==> src/light_prox_pkg.sv <==
// Constants for the light and proximity control and interrupt block.
// Assumes a 250 MHz system clock; all cycle counts below derive from it.
package light_prox_pkg;
   // Register indices on the serial port
   localparam logic [3:0] REG_CHIP = 4'h0;
   localparam logic [3:0] REG_CFG  = 4'h1;
   localparam logic [3:0] REG_INT  = 4'h2;
   localparam logic [3:0] REG_PTL  = 4'h3;
   localparam logic [3:0] REG_PTH  = 4'h4;
   localparam logic [3:0] REG_LTH1 = 4'h5;
   localparam logic [3:0] REG_LTH2 = 4'h6;
   localparam logic [3:0] REG_LTH3 = 4'h7;
   localparam logic [3:0] REG_PDAT = 4'h8;
   localparam logic [3:0] REG_LDT1 = 4'h9;
   localparam logic [3:0] REG_LDT2 = 4'hA;
   localparam logic [3:0] REG_LAST = REG_LDT2;
   // Reset values
   localparam logic [7:0] CFG_RST  = 8'h00;
   localparam logic [7:0] INT_RST  = 8'h00;
   localparam logic [7:0] PTL_RST  = 8'h00;
   localparam logic [7:0] PTH_RST  = 8'hFF;
   localparam logic [7:0] LTH1_RST = 8'h00;
   localparam logic [7:0] LTH2_RST = 8'hF0;
   localparam logic [7:0] LTH3_RST = 8'hFF;
   // Field positions
   localparam int CFG_SPECTRUM_B = 0;
   localparam int CFG_RANGE_B    = 1;
   localparam int CFG_LIGHT_EN_B = 2;
   localparam int CFG_LED_DR_B   = 3;
   localparam int CFG_SLEEP_LSB  = 4;
   localparam int CFG_PROX_EN_B  = 7;
   localparam int INT_CTRL_B     = 0;
   localparam int INT_LPERS_LSB  = 1;
   localparam int INT_LFLAG_B    = 3;
   localparam int INT_RSVD_B     = 4;
   localparam int INT_NPERS_LSB  = 5;
   localparam int INT_NFLAG_B    = 7;
   // Serial port
   localparam logic [6:0] DEV_ADDR = 7'h44;
   localparam logic [3:0] BIT_ACK  = 4'h8;
   localparam logic [3:0] BIT_END  = 4'h9;
   // Timing
   localparam int unsigned CLK_PERIOD_NS   = 4;
   localparam int unsigned PROX_CONV_NS    = 540000;
   localparam int unsigned LIGHT_INTEG_MS  = 100;
   localparam int unsigned SLEEP_UNIT_NS   = 100000;
   localparam int unsigned PROX_CONV_CYCLES  = PROX_CONV_NS / CLK_PERIOD_NS;
   localparam int unsigned LIGHT_INTEG_CYCLES = LIGHT_INTEG_MS * 1000000 / CLK_PERIOD_NS;
   localparam int unsigned SLEEP_UNIT_CYCLES = SLEEP_UNIT_NS / CLK_PERIOD_NS;
   // Sleep time per code, in units of 100 us (800 ms down to 0)
   localparam int unsigned SLEEP_UNITS [8] = '{8000, 4000, 2000, 1000, 750, 500, 125, 0};
   // Persistence counts per code
   localparam logic [4:0] PERS_N [4] = '{5'h01, 5'h04, 5'h08, 5'h10};
   localparam logic [4:0] PERS_MAX = 5'h10;
   typedef enum logic [2:0] {I_IDLE, I_DEV, I_REG, I_WR, I_RD} serial_state_t;
   typedef enum logic [1:0] {P_OFF, P_CONV, P_SLEEP} prox_state_t;
endpackage : light_prox_pkg

==> src/light_prox_ctrl.sv <==
// Control, sequencing and interrupt logic of a light and proximity sensor,
// with its two-wire serial register port.
// Assumes analog results are stable on the result inputs at conversion end.
// Behaviour
// - Data select picks visible or infrared result
// - Range bit picks 200 or 3200 lux
// - One enable runs both light conversions
// - Drive bit picks 110mA or 220mA pulses
// - Sleep code sets idle between proximity conversions
// - Enabled proximity converts 0.54ms then sleeps
// - Proximity enable starts conversion cycle, resets off
// - Combine bit chooses OR or AND
// - Open-drain interrupt low while combination true
// - Host writing zero clears flag
// - Light persistence needs 1/4/8/16 runs
// - Light flag sets outside window, sticky
// - Proximity persistence needs 1/4/8/16 near runs
// - Proximity flag clears by host or far run
// - Result at or below low is far
// - Result at or above high is near
// - Light window uses 12-bit inclusive thresholds
// - Light integrates 100ms, persistence per integration
`timescale 1ns/100ps
module light_prox_ctrl
   import light_prox_pkg::*;
#(
   parameter int unsigned PROX_CONV_CYC   = PROX_CONV_CYCLES,
   parameter int unsigned LIGHT_INTEG_CYC = LIGHT_INTEG_CYCLES,
   parameter int unsigned SLEEP_UNIT_CYC  = SLEEP_UNIT_CYCLES,
   parameter logic [7:0]  CHIP_ID         = 8'h5A   // Arbitrary value
) (
   input  wire logic        CLK_SYS_I,
   input  wire logic        RST_N_I,
   input  wire logic        CE_I,
   input  wire logic        SCL_I,
   input  wire logic        SDA_I,
   output logic             SDA_O,
   output logic             SDA_OE_O,
   output logic             INT_O,
   output logic             INT_OE_O,
   input  wire logic [7:0]  PROX_RESULT_I,
   input  wire logic [11:0] LIGHT_VIS_I,
   input  wire logic [11:0] LIGHT_IR_I,
   output logic             LIGHT_ENABLE_O,
   output logic             LIGHT_RANGE_O,
   output logic             LIGHT_SPECTRUM_O,
   output logic             LED_DRIVE_STRENGTH_O,
   output logic             LED_PULSE_O
);
   logic [1:0]    scl_s_q, sda_s_q;
   logic          scl_p_q, sda_p_q;
   serial_state_t ist_q, ist_d;
   prox_state_t   pst_q, pst_d;
   logic [3:0]    bit_q, bit_d, ptr_q, ptr_d;
   logic [7:0]    sh_q, sh_d, tx_q, tx_d, rd_byte;
   logic          sda_oe_q, sda_oe_d, nack_q, nack_d, int_q, int_d;
   logic [7:0]    cfg_q, cfg_d, irq_q, irq_d, ptl_q, ptl_d, pth_q, pth_d;
   logic [7:0]    lth1_q, lth1_d, lth2_q, lth2_d, lth3_q, lth3_d, pdat_q, pdat_d;
   logic [11:0]   ldat_q, ldat_d, lval, lt, ht;
   logic [27:0]   pcnt_q, pcnt_d, lcnt_q, lcnt_d, sleep_cyc;
   logic [4:0]    ncnt_q, ncnt_d, fcnt_q, fcnt_d, lev_q, lev_d;
   logic          scl, sda, scl_rise, scl_fall, start, stop, wr_en;
   logic          prox_en, light_en, p_done, l_done, near, far, l_out;

   function automatic logic [3:0] next_ptr(input logic [3:0] p);
      next_ptr = (p >= REG_LAST) ? REG_CHIP : p + 4'h1;
   endfunction : next_ptr

   function automatic logic [4:0] bump(input logic [4:0] c);
      bump = (c >= PERS_MAX) ? c : c + 5'h01;
   endfunction : bump

   // Two-stage synchronisers, then a delayed copy for edges
   always_ff @(posedge CLK_SYS_I) begin
      if (!RST_N_I) begin
         scl_s_q <= 2'h3;
         sda_s_q <= 2'h3;
         scl_p_q <= 1'b1;
         sda_p_q <= 1'b1;
      end else if (CE_I) begin
         scl_s_q <= {scl_s_q[0], SCL_I};
         sda_s_q <= {sda_s_q[0], SDA_I};
         scl_p_q <= scl_s_q[1];
         sda_p_q <= sda_s_q[1];
      end
   end

   assign scl      = scl_s_q[1];
   assign sda      = sda_s_q[1];
   assign scl_rise = scl && !scl_p_q;
   assign scl_fall = !scl && scl_p_q;
   assign start    = scl && scl_p_q && sda_p_q && !sda;
   assign stop     = scl && scl_p_q && !sda_p_q && sda;
   assign prox_en  = cfg_q[CFG_PROX_EN_B];
   assign light_en = cfg_q[CFG_LIGHT_EN_B];
   assign lt       = {lth2_q[3:0], lth1_q};
   assign ht       = {lth3_q, lth2_q[7:4]};
   assign sleep_cyc = 28'(SLEEP_UNITS[cfg_q[CFG_SLEEP_LSB +: 3]] * SLEEP_UNIT_CYC);
   assign p_done   = (pst_q == P_CONV) && (pcnt_q == 28'(PROX_CONV_CYC - 1));
   assign l_done   = light_en && (lcnt_q == 28'(LIGHT_INTEG_CYC - 1));
   assign lval     = cfg_q[CFG_SPECTRUM_B] ? LIGHT_IR_I : LIGHT_VIS_I;
   assign near     = PROX_RESULT_I >= pth_q;
   assign far      = PROX_RESULT_I <= ptl_q;
   assign l_out    = (lval <= lt) || (lval >= ht);

   // Register read mux; unmapped indices read zero
   always_comb begin
      case (ptr_q)
         REG_CHIP: rd_byte = CHIP_ID;
         REG_CFG:  rd_byte = cfg_q;
         REG_INT:  rd_byte = irq_q;
         REG_PTL:  rd_byte = ptl_q;
         REG_PTH:  rd_byte = pth_q;
         REG_LTH1: rd_byte = lth1_q;
         REG_LTH2: rd_byte = lth2_q;
         REG_LTH3: rd_byte = lth3_q;
         REG_PDAT: rd_byte = pdat_q;
         REG_LDT1: rd_byte = ldat_q[7:0];
         REG_LDT2: rd_byte = {4'h0, ldat_q[11:8]};
         default:  rd_byte = 8'h00;
      endcase
   end

   always_comb begin
      ist_d = ist_q;  bit_d = bit_q;  sh_d = sh_q;  tx_d = tx_q;  ptr_d = ptr_q;
      sda_oe_d = sda_oe_q;  nack_d = nack_q;  wr_en = 1'b0;
      cfg_d = cfg_q;  irq_d = irq_q;  ptl_d = ptl_q;  pth_d = pth_q;
      lth1_d = lth1_q;  lth2_d = lth2_q;  lth3_d = lth3_q;
      pst_d = pst_q;  pcnt_d = pcnt_q;  lcnt_d = lcnt_q;  pdat_d = pdat_q;  ldat_d = ldat_q;
      ncnt_d = ncnt_q;  fcnt_d = fcnt_q;  lev_d = lev_q;
      // Serial slave
      if (start) begin
         ist_d = I_DEV;  bit_d = 4'h0;  sda_oe_d = 1'b0;
      end else if (stop) begin
         ist_d = I_IDLE;  sda_oe_d = 1'b0;
      end else if (ist_q != I_IDLE) begin
         if (scl_rise) begin
            if (bit_q < BIT_ACK) sh_d = {sh_q[6:0], sda};
            else nack_d = sda;
            bit_d = bit_q + 4'h1;
         end else if (scl_fall) begin
            if (bit_q == BIT_ACK) begin
               case (ist_q)
                  I_DEV: begin
                     if (sh_q[7:1] == DEV_ADDR) sda_oe_d = 1'b1;
                     else ist_d = I_IDLE;
                  end
                  I_REG: begin
                     sda_oe_d = 1'b1;
                     ptr_d = sh_q[3:0];
                  end
                  I_WR: begin
                     sda_oe_d = 1'b1;
                     wr_en = 1'b1;
                     ptr_d = next_ptr(ptr_q);
                  end
                  default: sda_oe_d = 1'b0;
               endcase
            end else if (bit_q == BIT_END) begin
               bit_d = 4'h0;
               sda_oe_d = 1'b0;
               case (ist_q)
                  I_DEV, I_RD: begin
                     if ((ist_q == I_DEV && !sh_q[0]) || (ist_q == I_RD && nack_q)) begin
                        ist_d = (ist_q == I_DEV) ? I_REG : I_IDLE;
                     end else begin
                        ist_d = I_RD;
                        tx_d = rd_byte;
                        ptr_d = next_ptr(ptr_q);
                        sda_oe_d = !rd_byte[7];
                     end
                  end
                  I_REG:   ist_d = I_WR;
                  default: ist_d = ist_q;
               endcase
            end else if (ist_q == I_RD) begin
               sda_oe_d = !tx_q[3'h7 - bit_q[2:0]];
            end
         end
      end
      // Register writes
      if (wr_en) begin
         case (ptr_q)
            REG_CFG:  cfg_d = sh_q;
            REG_INT: begin
               irq_d = sh_q & irq_q | ~(8'h01 << INT_LFLAG_B | 8'h01 << INT_NFLAG_B) & sh_q;
               irq_d[INT_RSVD_B] = 1'b0;
            end
            REG_PTL:  ptl_d = sh_q;
            REG_PTH:  pth_d = sh_q;
            REG_LTH1: lth1_d = sh_q;
            REG_LTH2: lth2_d = sh_q;
            REG_LTH3: lth3_d = sh_q;
            default:  cfg_d = cfg_q;
         endcase
      end
      // Proximity sequencer
      case (pst_q)
         P_OFF: begin
            pcnt_d = 28'h0;
            if (prox_en) pst_d = P_CONV;
         end
         P_CONV: begin
            if (!prox_en) begin
               pst_d = P_OFF;
               pcnt_d = 28'h0;
            end else if (p_done) begin
               pcnt_d = 28'h0;
               pst_d = (sleep_cyc == 28'h0) ? P_CONV : P_SLEEP;
               pdat_d = PROX_RESULT_I;
               ncnt_d = near ? bump(ncnt_q) : 5'h00;
               fcnt_d = far ? bump(fcnt_q) : 5'h00;
               if (fcnt_d >= PERS_N[irq_q[INT_NPERS_LSB +: 2]])
                  irq_d[INT_NFLAG_B] = 1'b0;
               if (ncnt_d >= PERS_N[irq_q[INT_NPERS_LSB +: 2]])
                  irq_d[INT_NFLAG_B] = 1'b1;
            end else begin
               pcnt_d = pcnt_q + 28'h1;
            end
         end
         P_SLEEP: begin
            if (!prox_en) begin
               pst_d = P_OFF;
               pcnt_d = 28'h0;
            end else if ((sleep_cyc == 28'h0) || (pcnt_q >= sleep_cyc - 28'h1)) begin
               pst_d = P_CONV;
               pcnt_d = 28'h0;
            end else begin
               pcnt_d = pcnt_q + 28'h1;
            end
         end
         default: pst_d = P_OFF;
      endcase
      // Light integration
      if (!light_en) begin
         lcnt_d = 28'h0;
      end else if (l_done) begin
         lcnt_d = 28'h0;
         ldat_d = lval;
         lev_d = l_out ? bump(lev_q) : 5'h00;
         if (lev_d >= PERS_N[irq_q[INT_LPERS_LSB +: 2]])
            irq_d[INT_LFLAG_B] = 1'b1;
      end else begin
         lcnt_d = lcnt_q + 28'h1;
      end
      int_d = irq_d[INT_CTRL_B] ? (irq_d[INT_LFLAG_B] && irq_d[INT_NFLAG_B])
                                : (irq_d[INT_LFLAG_B] || irq_d[INT_NFLAG_B]);
   end

   always_ff @(posedge CLK_SYS_I) begin
      if (!RST_N_I) begin
         ist_q <= I_IDLE;  bit_q <= 4'h0;  sh_q <= 8'h00;  tx_q <= 8'h00;  ptr_q <= REG_CHIP;
         sda_oe_q <= 1'b0;  nack_q <= 1'b0;  int_q <= 1'b0;
         cfg_q <= CFG_RST;  irq_q <= INT_RST;  ptl_q <= PTL_RST;  pth_q <= PTH_RST;
         lth1_q <= LTH1_RST;  lth2_q <= LTH2_RST;  lth3_q <= LTH3_RST;
         pst_q <= P_OFF;  pcnt_q <= 28'h0;  lcnt_q <= 28'h0;  pdat_q <= 8'h00;  ldat_q <= 12'h000;
         ncnt_q <= 5'h00;  fcnt_q <= 5'h00;  lev_q <= 5'h00;
      end else if (CE_I) begin
         ist_q <= ist_d;  bit_q <= bit_d;  sh_q <= sh_d;  tx_q <= tx_d;  ptr_q <= ptr_d;
         sda_oe_q <= sda_oe_d;  nack_q <= nack_d;  int_q <= int_d;
         cfg_q <= cfg_d;  irq_q <= irq_d;  ptl_q <= ptl_d;  pth_q <= pth_d;
         lth1_q <= lth1_d;  lth2_q <= lth2_d;  lth3_q <= lth3_d;
         pst_q <= pst_d;  pcnt_q <= pcnt_d;  lcnt_q <= lcnt_d;  pdat_q <= pdat_d;  ldat_q <= ldat_d;
         ncnt_q <= ncnt_d;  fcnt_q <= fcnt_d;  lev_q <= lev_d;
      end
   end

   assign SDA_O    = 1'b0;
   assign SDA_OE_O = sda_oe_q;
   assign INT_O    = 1'b0;
   assign INT_OE_O = int_q;
   // Range: 0 = 200 lux, 1 = 3200 lux full scale
   assign LIGHT_RANGE_O        = cfg_q[CFG_RANGE_B];
   assign LIGHT_ENABLE_O       = light_en;
   assign LIGHT_SPECTRUM_O     = cfg_q[CFG_SPECTRUM_B];
   // Drive: 0 = 110mA, 1 = 220mA pulsed sink
   assign LED_DRIVE_STRENGTH_O = cfg_q[CFG_LED_DR_B];
   assign LED_PULSE_O          = (pst_q == P_CONV);
endmodule : light_prox_ctrl

==> config.mk <==
export PLATFORM = sky130hd
export DESIGN_NAME = light_prox_ctrl
export DESIGN_NICKNAME = d
export VERILOG_FILES = /design/src/light_prox_pkg.sv /design/src/light_prox_ctrl.sv
export SDC_FILE = /design/constraint.sdc
export NUM_CORES = 1
export LEC_CHECK = 0
export ABC_CLOCK_PERIOD_IN_PS = 7050
export BUFFER_PORTS_ARGS = -buffer_cell sky130_fd_sc_hd__buf_2
export CAP_MARGIN = 5
export CORE_AREA = 2 2 250 202
export DETAILED_ROUTE_END_ITERATION = 6
export DIE_AREA = 0 0 252 204
export HOLD_SLACK_MARGIN = 0.08
export PLACE_DENSITY = 0.55
export RECOVER_POWER = 100
export SLEW_MARGIN = 20
export SYNTH_ARGS = -nofsm -noshare
export SYNTH_HDL_FRONTEND = slang
export SYNTH_SLANG_ARGS = --single-unit
==> constraint.sdc <==
create_clock -name CLK_SYS_I -period 7.05 [get_ports CLK_SYS_I]
set_clock_uncertainty 0.1 [all_clocks]
set_input_delay 1.41 -clock CLK_SYS_I [delete_from_list [all_inputs] [get_ports CLK_SYS_I]]
set_output_delay 1.41 -clock CLK_SYS_I [all_outputs]
set_load 0.02 [all_outputs]
==> reports/qor.yml, run 1 <==
synth:
  syn_avg_cell_area_sq_um: 8.066
  netlist_instances: 1802
  syn_area_sq_um: 14540
  yosys_register_bits: 184
  ys_seq_area_share_pct: 25.34
  yosys_most_used_dff: "dfxtp_1"
  synth-edff-count: 0
  async_flop_share_pct: 0
  ys_types: 95
  ys_warn_count: 0
clocking:
  cts.hold.buffers_added: 0
  max-clock-path-buffers: 2
  numCtsBuffers: 17
  cts_max_level: 4
  clkTransAtPathRegs_ns: 0.08
  root_buffer: "clkbuf_16"
  cts_sinks: 184
  cts_tree: "yes"
  clk_latency_ns: 0.46
detailed_routing:
  drt_iter0_markers: 1048
  dr.pass1.iters: 5
  antenna_left: 0
  routed_wl_um: 43480
  num_vias: 13350
  avgViaCountPerCell: 5.241
  post_drt_wl_per_cell_um: 17.07
  drc: 0
cells_and_area:
  mostFrequentLayoutCells: "nand2_1 (191), dfxtp_1 (181), ha_1 (162)"
  antenna_cells: 0
  reg.largest.list: "lcnt_q (28), pcnt_q (28), ldat_q (12)"
  fin_cells: 2547
  utilization_pct: 35.28
  layout-drive-gt1-share_pct: 17.28
  fillers: 5095
  nets: 2144
  syn2layout_area_growth_pct: 19.28
  final_common_cell: "nand2_1"
worst_setup_path:
  critical_path.most_common_cell: "ha_4"
  end_kind: "flip-flop"
  r2r_cells: 32
  startpoint_type: "flip-flop"
  max_stage_delay_ns: 0.49
  path_depth: 32
  crit_arrival_ns: 7.26
  cp.buffers_inverters: 6
  critPathTopFamily: "adder cells"
  path_class: "reg2reg"
  cp.required_ns: 7.32
  cp-endpoint: "pcnt_q[18]"
  startpoint: "cfg_q[5]"
  cp_max_fo: 7
  crit_path_top_delay_cell: "fa_1"
  crit-reg2reg-launch: "cfg_q[5]"
  rrSetupSlack_ns: 0.07
  r2r-end: "pcnt_q[18]"
timing:
  layout_setup_ws_ns: 0.06692
  worst_pin_slew_ns: 4.077
  relSlewSlack_pct: -171.8
  fmax_mhz: 143.2
  rsz0062_at_grt: "yes"
  min_period_over_period_pct: 99.05
  slew_violations: 108
  layout_min_cycle_time_ns: 6.983
  finalHoldViolCount: 0
  finalSetupViolCount: 0
floorplan:
  ios: 46
  row_count: 73
  die-width_um: 252
  die_h_um: 204
  core-area_sq_um: 49140
  start_util_pct: 29.58
  dieArea_sq_um: 51410
global_routing:
  top_usage_layer: "met2"
  grt_use_total_pct: 16.81
  grt_use_met2_pct: 25.61
  antenna_found_initial: 0
  grt_max_degree: 84
  grt_first_pass_wirelength_um: 69620
  overflow: 0
  grt.met1_usage_pct: 25.12
  grt_use_met3_pct: 2.624
  grt_pass1_vias: 12670
placement:
  place_ws_ns: -0.2492
  io_buffers: 43
  dp.cells: 2494
  place_congestion: 0.8838
  post-dp-hpwl_um: 32330
status:
  status: "complete, but fails checks"
  violations: "max-capacitance violations, max-slew violations"
power_and_ir_drop:
  p_per_area_nw_per_um2: 124.6
  power.leakage_nw: 7.126
  max-vdd-ir-drop_mv: 0.1819
hold_path:
  hp-class: "reg2reg"
flow_run:
  cap_violations: 4
-- cell usage after synthesis (5+ instances only) --
cell type	number	area (sq um)
buf_6	5	56.30
or3_1	9	56.30
and2_1	12	75.07
and4_1	6	52.55
nand4_1	22	137.6
o21a_1	10	75.07
nor4_1	16	100.1
a311oi_1	9	78.83
inv_1	116	435.4
a31oi_1	29	181.4
xnor2_1	33	289.0
or2_2	5	31.28
a211oi_1	10	75.07
nand3_1	91	455.4
fa_1	23	460.4
a221oi_1	10	87.58
nor4b_1	8	70.07
ha_1	187	2340
a21o_1	17	127.6
nand2b_1	26	162.7
nor2b_1	17	106.4
a21oi_2	9	78.83
xor2_1	25	219.0
buf_1	6	22.52
mux2i_1	61	610.6
and3_1	30	187.7
nand2_1	193	724.4
nor3_1	35	175.2
nor3b_1	6	45.04
clkbuf_1	68	255.2
dfxtp_1	184	3684
o21ai_0	67	335.3
buf_2	9	45.04
o211ai_1	9	67.56
a22oi_1	18	135.1
mux2_2	20	225.2
a41oi_1	5	43.79
a21oi_1	126	630.6
nor2_1	167	626.9
-- per-layer routing --
metal  vias up  wire length [um]
li1       6630                 -
met1      6362             22050
met2       323             18830
met3        35              2162
met4         0               437
met5         -                 0
-- worst min-delay path, stage by stage (launching register included) --
cell and delay [ns]:
dfxtp_1 0.31, nand2_1 0.05, a21oi_1 0.05
-- worst min path at each step --
stage | startpoint | end | depth (start not counted)
3_3_place_gp | lth2_q[2] | lth2_q[2] | 2
2_1_floorplan | tx_q[0] | tx_q[0] | 2
3_5_place_dp | lth2_q[2] | lth2_q[2] | 2
4_1_cts | lth2_q[2] | lth2_q[2] | 2
6_report | lth2_q[2] | lth2_q[2] | 2
5_1_grt | lth1_q[4] | lth1_q[4] | 2
-- logic make-up after synthesis --
kind of cell / share of synthesized area [%]
other: 0.02580
buffers and inverters: 5.819
XOR/XNOR: 3.495
AO/OA/AOI/OAI: 17.24
multiplexers: 6.155
flip-flops: 25.34
adder cells (fa/ha/maj): 19.26
AND/OR/NAND/NOR: 22.66
-- power breakdown --
group	total (mW)	internal [mW]	switching, mW
combinational	0.0977	0.0326	0.0651
sequential	1.04	1.04	0.00284
clock	1.02	0.540	0.480
-- through the flow --
step                      area, sq um  setup TNS, ns  hold slack (ns)  power, mW
after global placement          15970       -0.02161           0.3408      1.164
final                           17340              0           0.3562      2.160
after CTS                       17030        -0.5638           0.3577      2.178
after global routing            17340         -5.250           0.3871      2.234
after floorplan                 14600      -0.006541           0.3287      1.132
after detailed placement        15970         -5.597           0.3463      1.166
-- what timing repair did --
| item | 4_1_cts | 5_1_grt |
|---|---|---|
| buffers inserted | 9 | 10 |
| endpoints found under the setup margin | 30 | 30 |
| cloned | 3 | 0 |
| pin swaps | 32 | 59 |
| gates resized for setup | 59 | 76 |
-- area by class of cell --
cell class,instances,area [sq um],share of cell area (%)
inverter,119,461.7,2.663
clock buffer,18,429.2,2.475
timing repair buffer,166,1212,6.993
tap,637,797.0,4.597
clock inverter,14,185.2,1.068
multi-input combinational,1409,10560,60.91
sequential,184,3692,21.30
(Power assumes the default switching activity.)
==> run 2: changes to the inputs <==
--- a/config.mk
+++ b/config.mk
@@ -8,11 +8,12 @@
 export ABC_CLOCK_PERIOD_IN_PS = 7050
 export BUFFER_PORTS_ARGS = -buffer_cell sky130_fd_sc_hd__buf_2
 export CAP_MARGIN = 5
-export CORE_AREA = 2 2 250 202
+export CORE_AREA = 2 2 217 176
+export CTS_BUF_LIST = sky130_fd_sc_hd__clkbuf_8
 export DETAILED_ROUTE_END_ITERATION = 6
-export DIE_AREA = 0 0 252 204
+export DIE_AREA = 0 0 219 178
 export HOLD_SLACK_MARGIN = 0.08
-export PLACE_DENSITY = 0.55
+export PLACE_DENSITY = 0.66
 export RECOVER_POWER = 100
 export SLEW_MARGIN = 20
 export SYNTH_ARGS = -nofsm -noshare
==> reports/qor.yml, run 2 (synthesis gave the netlist of run 1 again) <==
status:
  status: "complete, but fails checks"
  violations: "max-capacitance violations, max-slew violations"
timing:
  fin_tns_setup_ns: 0  # unchanged
  worst_pin_slew_ns: 3.528  # -0.5489 ns
  rsz0062_at_grt: "yes"
  layout_setup_ws_ns: 0.01457  # -0.05234 ns
  slew_violations: 85  # -21%
  whs_ns: 0.3668  # +0.01064 ns
  fmax_mhz: 142.1  # -0.74%
  finalHoldViolCount: 0  # unchanged
  finalSetupViolCount: 0  # unchanged
  min_period_over_period_pct: 99.79  # +0.74 points
  relSlewSlack_pct: -135.2  # +37 points
  layout_min_cycle_time_ns: 7.035  # +0.05234 ns
power_and_ir_drop:
  power.leakage_nw: 6.939  # -2.6%
  p_per_area_nw_per_um2: 111.6  # -10%
  total_power_mw: 1.869  # -13%
  max-vdd-ir-drop_mv: 0.1166  # -36%
hold_path:
  hp-class: "reg2reg"
  whs_path_depth: 2  # unchanged
  hp-start: "tx_q[0]"
  min_to: "tx_q[0]"
cells_and_area:
  antenna_cells: 0  # unchanged
  layout-drive-gt1-share_pct: 16.33  # -0.95 points
  fin_cells: 2379  # -6.6%
  reg.largest.list: "lcnt_q (28), pcnt_q (28), ldat_q (12)"
  final_common_cell: "nand2_1"
  syn2layout_area_growth_pct: 15.21
  mostFrequentLayoutCells: "nand2_1 (192), dfxtp_1 (181), ha_1 (164)"
  final_cell_area_sq_um: 16750  # -3.4%
  nets: 2127  # -0.79%
  utilization_pct: 45.59  # +10 points
flow_run:
  cap_violations: 3  # -1
global_routing:
  grt_use_met3_pct: 3.700  # +1.1 points
  overflow: 0  # unchanged
  grt_use_total_pct: 21.09  # +4.3 points
  grt_use_met2_pct: 31.99  # +6.4 points
  grt.met1_usage_pct: 30.90  # +5.8 points
  grt_max_degree: 76  # -9.5%
  grt_first_pass_wirelength_um: 66420  # -4.6%
  top_usage_layer: "met2"
  antenna_found_initial: 0  # unchanged
  grt_pass1_vias: 12747  # +0.61%
worst_setup_path:
  cp_max_fo: 5  # -2
  crit_path_top_delay_cell: "fa_1"
  end_kind: "flip-flop"
  r2r_cells: 27  # -16%
  rrSetupSlack_ns: 0.01  # -0.05 ns
  cp.required_ns: 7.34  # +0.02 ns
  critical_path.most_common_cell: "ha_1"
  max_stage_delay_ns: 0.55  # +0.06 ns
  startpoint_type: "flip-flop"
  path_depth: 27  # -16%
  critPathTopFamily: "adder cells"
  r2r-end: "pst_q[0]"
  crit-reg2reg-launch: "cfg_q[5]"
  crit_arrival_ns: 7.33  # +0.07 ns
  cp.buffers_inverters: 4  # -2
  path_class: "reg2reg"
detailed_routing:
  num_vias: 13416  # +0.49%
  avgViaCountPerCell: 5.639  # +7.6%
  routed_wl_um: 40840  # -6.1%
  antenna_left: 0  # unchanged
  drt_iter0_markers: 1205  # +15%
  dr.pass1.iters: 6  # +1
  post_drt_wl_per_cell_um: 17.17  # +0.56%
  drc: 0  # unchanged
clocking:
  clk_latency_ns: 0.51  # +0.05 ns
  cts_max_level: 4  # unchanged
  clkTransAtPathRegs_ns: 0.12  # +0.04 ns
  max-clock-path-buffers: 2  # unchanged
  cts.hold.buffers_added: 0  # unchanged
  cts_tree: "yes"
  numCtsBuffers: 17  # unchanged
  cts_sinks: 184  # unchanged
  root_buffer: "clkbuf_8"
placement:
  io_buffers: 43  # unchanged
  place_congestion: 0.8998  # +1.8%
  place_area_sq_um: 15700  # -1.7%
  dp.cells: 2333  # -6.5%
  post-dp-hpwl_um: 30720  # -5.0%
  place_ws_ns: -0.2034  # +0.04586 ns
floorplan:
  dieArea_sq_um: 38980  # -24%
  row_count: 63  # -14%
  core-area_sq_um: 36730  # -25%
  die_h_um: 178  # -13%
  ios: 46  # unchanged
  die-width_um: 219  # -13%
  start_util_pct: 39.57  # +10 points
[run 2: cell count changes in the layout (fill, tap and decap cells not counted), moves of 3 or more]
cell	change
inv_2	-3
nor3_2	-3
inv_1	+4
buf_4	-13
clkbuf_8	+17
a21oi_1	-5
o21ai_0	-7
a21oi_2	+5
buf_6	-5
o21ai_1	+3
o21ai_2	+4
clkbuf_16	-16
[run 2: routing by layer]
metal | vias up | part of all wire, %
li1 | 6578 | -
met1 | 6370 | 49
met3 | 47 | 6.2
met4 | 0 | 1.4
met2 | 421 | 43
met5 | - | 0
[run 2: power breakdown]
group | total, mW | internal (mW) | switching, mW | leakage [nW]
combinational | 0.0970 | 0.0333 | 0.0636 | 5.26
clock | 0.729 | 0.292 | 0.437 | 0.193
sequential | 1.04 | 1.04 | 0.00298 | 1.49
[run 2: worst max-delay path by stage]
stage / from / end / slack, ns
6_report: cfg_q[5] / pst_q[0] / 0.01
5_1_grt: cfg_q[4] / pcnt_q[4] / -0.31
4_1_cts: cfg_q[4] / pcnt_q[2] / 0.001
3_5_place_dp: cfg_q[4] / pcnt_q[15] / -0.20
3_3_place_gp: cfg_q[4] / pcnt_q[15] / -0.04
2_1_floorplan: cfg_q[6] / pcnt_q[12] / -0.007
[run 2: worst register-to-register path: cells and delay by family, from the launching register on]
kind,cells,cell delay [ns]
AND/OR/NAND/NOR,6,1.37
XOR/XNOR,1,0.17
adder cells (fa/ha/maj),7,2.50
multiplexers,1,0.29
buffers and inverters,4,0.41
flip-flops,1,0.41
AO/OA/AOI/OAI,8,1.68
[run 2: repair_timing]
action                     4_1_cts  5_1_grt
pin swaps                       13       65
resized for setup               17      113
setup buffers                    5       10
gates cloned                     0        1
setup endpoints to repair       29       30
[run 2: area by class of cell]
| cell class | count | area (sq um) |
|---|---|---|
| clock buffer | 17 | 234.0 |
| clock inverter | 14 | 157.7 |
| multi-input combinational | 1409 | 10530 |
| sequential | 184 | 3695 |
| inverter | 119 | 461.7 |
| timing repair buffer | 149 | 1062 |
| tap | 487 | 609.3 |
| fill | 3642 | 19990 |
==> run 3: changes to the inputs <==
--- a/config.mk
+++ b/config.mk
@@ -12,10 +12,10 @@
 export CTS_BUF_LIST = sky130_fd_sc_hd__clkbuf_8
 export DETAILED_ROUTE_END_ITERATION = 6
 export DIE_AREA = 0 0 219 178
-export HOLD_SLACK_MARGIN = 0.08
+export HOLD_SLACK_MARGIN = 0.02
+export MAX_ROUTING_LAYER = met4
 export PLACE_DENSITY = 0.66
 export RECOVER_POWER = 100
-export SLEW_MARGIN = 20
 export SYNTH_ARGS = -nofsm -noshare
 export SYNTH_HDL_FRONTEND = slang
 export SYNTH_SLANG_ARGS = --single-unit
==> reports/qor.yml, run 3 (synthesis gave the netlist of run 1 again) <==
clocking:
  cts.hold.buffers_added: 0  # unchanged
  clkTransAtPathRegs_ns: 0.12  # about the same
  cts_sinks: 184  # unchanged
  cts_max_level: 4  # unchanged
  root_buffer: "clkbuf_8"
  cts_tree: "yes"
  clk_latency_ns: 0.51  # about the same
  numCtsBuffers: 17  # unchanged
  max-clock-path-buffers: 2  # unchanged
timing:
  relSlewSlack_pct: -134.2  # +0.98 points
  min_period_over_period_pct: 99.32  # -0.47 points
  layout_setup_ws_ns: 0.04788  # +0.03330 ns
  finalSetupViolCount: 0  # unchanged
  worst_pin_slew_ns: 3.513  # -0.01476 ns
  fmax_mhz: 142.8  # +0.48%
  whs_ns: 0.3643  # -0.002542 ns
  finalHoldViolCount: 0  # unchanged
  fin_tns_setup_ns: 0  # unchanged
  rsz0062_at_grt: "yes"
  layout_min_cycle_time_ns: 7.002  # -0.03330 ns
  slew_violations: 76  # -11%
cells_and_area:
  mostFrequentLayoutCells: "nand2_1 (191), dfxtp_1 (181), ha_1 (161)"
  fillers: 3605  # -1.0%
  antenna_cells: 0  # unchanged
  reg.largest.list: "lcnt_q (28), pcnt_q (28), ldat_q (12)"
  layout-drive-gt1-share_pct: 18.06  # +1.7 points
  final_common_cell: "nand2_1"
  syn2layout_area_growth_pct: 16.48
  nets: 2139  # +0.56%
floorplan:
  row_count: 63  # unchanged
  start_util_pct: 39.57  # unchanged
  ios: 46  # unchanged
  core-area_sq_um: 36730  # unchanged
  dieArea_sq_um: 38980  # unchanged
  die-width_um: 219  # unchanged
  die_h_um: 178  # unchanged
flow_run:
  cap_violations: 1  # -2
placement:
  io_buffers: 43  # unchanged
  post-dp-hpwl_um: 30560  # -0.50%
  place_ws_ns: -0.2528  # -0.04946 ns
  place_congestion: 0.9368  # +4.1%
global_routing:
  grt_first_pass_wirelength_um: 66160  # -0.38%
  overflow: 0  # unchanged
  grt_use_total_pct: 21.76  # +0.67 points
  grt_pass1_vias: 12534  # -1.7%
  antenna_found_initial: 0  # unchanged
  grt_max_degree: 76  # unchanged
worst_setup_path:
  rrSetupSlack_ns: 0.05  # +0.03 ns
  path_class: "reg2reg"
  max_stage_delay_ns: 0.56  # about the same
  r2r_cells: 31  # +15%
  crit_path_top_delay_cell: "fa_2"
  r2r-end: "pcnt_q[2]"
  cp_max_fo: 11  # +6
  end_kind: "flip-flop"
  crit_arrival_ns: 7.34  # about the same
  startpoint_type: "flip-flop"
  cp.required_ns: 7.39  # +0.05 ns
  crit-reg2reg-launch: "cfg_q[6]"
power_and_ir_drop:
  total_power_mw: 1.897  # +1.5%
  power.leakage_nw: 7.037  # +1.4%
  max-vdd-ir-drop_mv: 0.1226  # +5.1%
  p_per_area_nw_per_um2: 112.1  # +0.41%
detailed_routing:
  avgViaCountPerCell: 5.653  # +0.23%
  routed_wl_um: 41410  # +1.4%
  post_drt_wl_per_cell_um: 17.31  # +0.84%
  drc: 0  # unchanged
  dr.pass1.iters: 5  # -1
  antenna_left: 0  # unchanged
  drt_iter0_markers: 1171  # -2.8%
  num_vias: 13521  # +0.78%
hold_path:
  whs_path_depth: 2  # unchanged
  hp-start: "tx_q[0]"
  hp-class: "reg2reg"
  min_to: "tx_q[0]"
status:
  violations: "max-capacitance violations, max-slew violations"
  status: "complete, but fails checks"
-- run 3: changes by cell type in the layout (fill, tap and decap cells not counted), moves of 4 or more --
cell,change
buf_4,+14
clkbuf_1,-5
inv_1,-4
inv_2,+4
nor3_1,-4
nor3_2,+5
-- run 3: report_power, final --
part / switching [mW] / total (mW) / internal (mW)
sequential: 0.00298 / 1.04 / 1.04
clock: 0.451 / 0.756 / 0.305
combinational: 0.0645 / 0.0979 / 0.0334
-- run 3: per-stage QoR --
| stage | instances | area, sq um | utilization (%) |
|---|---|---|---|
| after floorplan | 1803 | 14600 | - |
| after global placement | 2337 | 15730 | 42.82 |
| after detailed placement | 2337 | 15730 | 42.82 |
| after CTS | 2387 | 16680 | 45.42 |
| after global routing | 2392 | 16930 | 46.09 |
| final | 2392 | 16930 | 46.09 |
-- run 3: critical path, delay by kind of cell, from the launching register on --
kind,cells,cell delay [ns]
and+or+nand+nor,8,1.56
adders and majority gates,7,2.30
xor gates and xnor gates,1,0.12
DFF,1,0.39
AOI/OAI and AO/OA,10,1.87
buffers and inverters,5,0.60
-- run 3: per-layer routing --
metal / vias to the layer above / GRT usage, % / wire length, um
met2: 416 / 31.78 / 17810
met1: 6439 / 30.99 / 20240
met3: 51 / 3.990 / 2704
met5: - / - / 0
met4: 0 / 5.039 / 654
li1: 6615 / - / -
-- run 3: layout make-up --
class	instances	area (sq um)	area share (%)
clock buffers	18	247.7	1.463
clock inverters	14	157.7	0.9311
inverters	119	461.7	2.727
multi-input cells	1410	10620	62.70
flip-flops and latches	184	3692	21.81
well taps	487	609.3	3.599
repair buffers	160	1146	6.769
-- run 3: how the worst max path moves through the flow --
stage,startpoint,slack (ns),endpoint
2_1_floorplan,cfg_q[6],-0.007,pcnt_q[12]
3_3_place_gp,cfg_q[4],-0.03,pcnt_q[6]
3_5_place_dp,cfg_q[4],-0.25,pcnt_q[6]
4_1_cts,cfg_q[5],-0.02,pcnt_q[2]
5_1_grt,cfg_q[4],-0.18,pcnt_q[2]
6_report,cfg_q[6],0.05,pcnt_q[2]
-- run 3: timing repair --
item	CTS	global route
pin swaps	51	47
setup endpoints to repair	29	30
resized for setup	87	51
buffers inserted	16	5
gates cloned	2	0
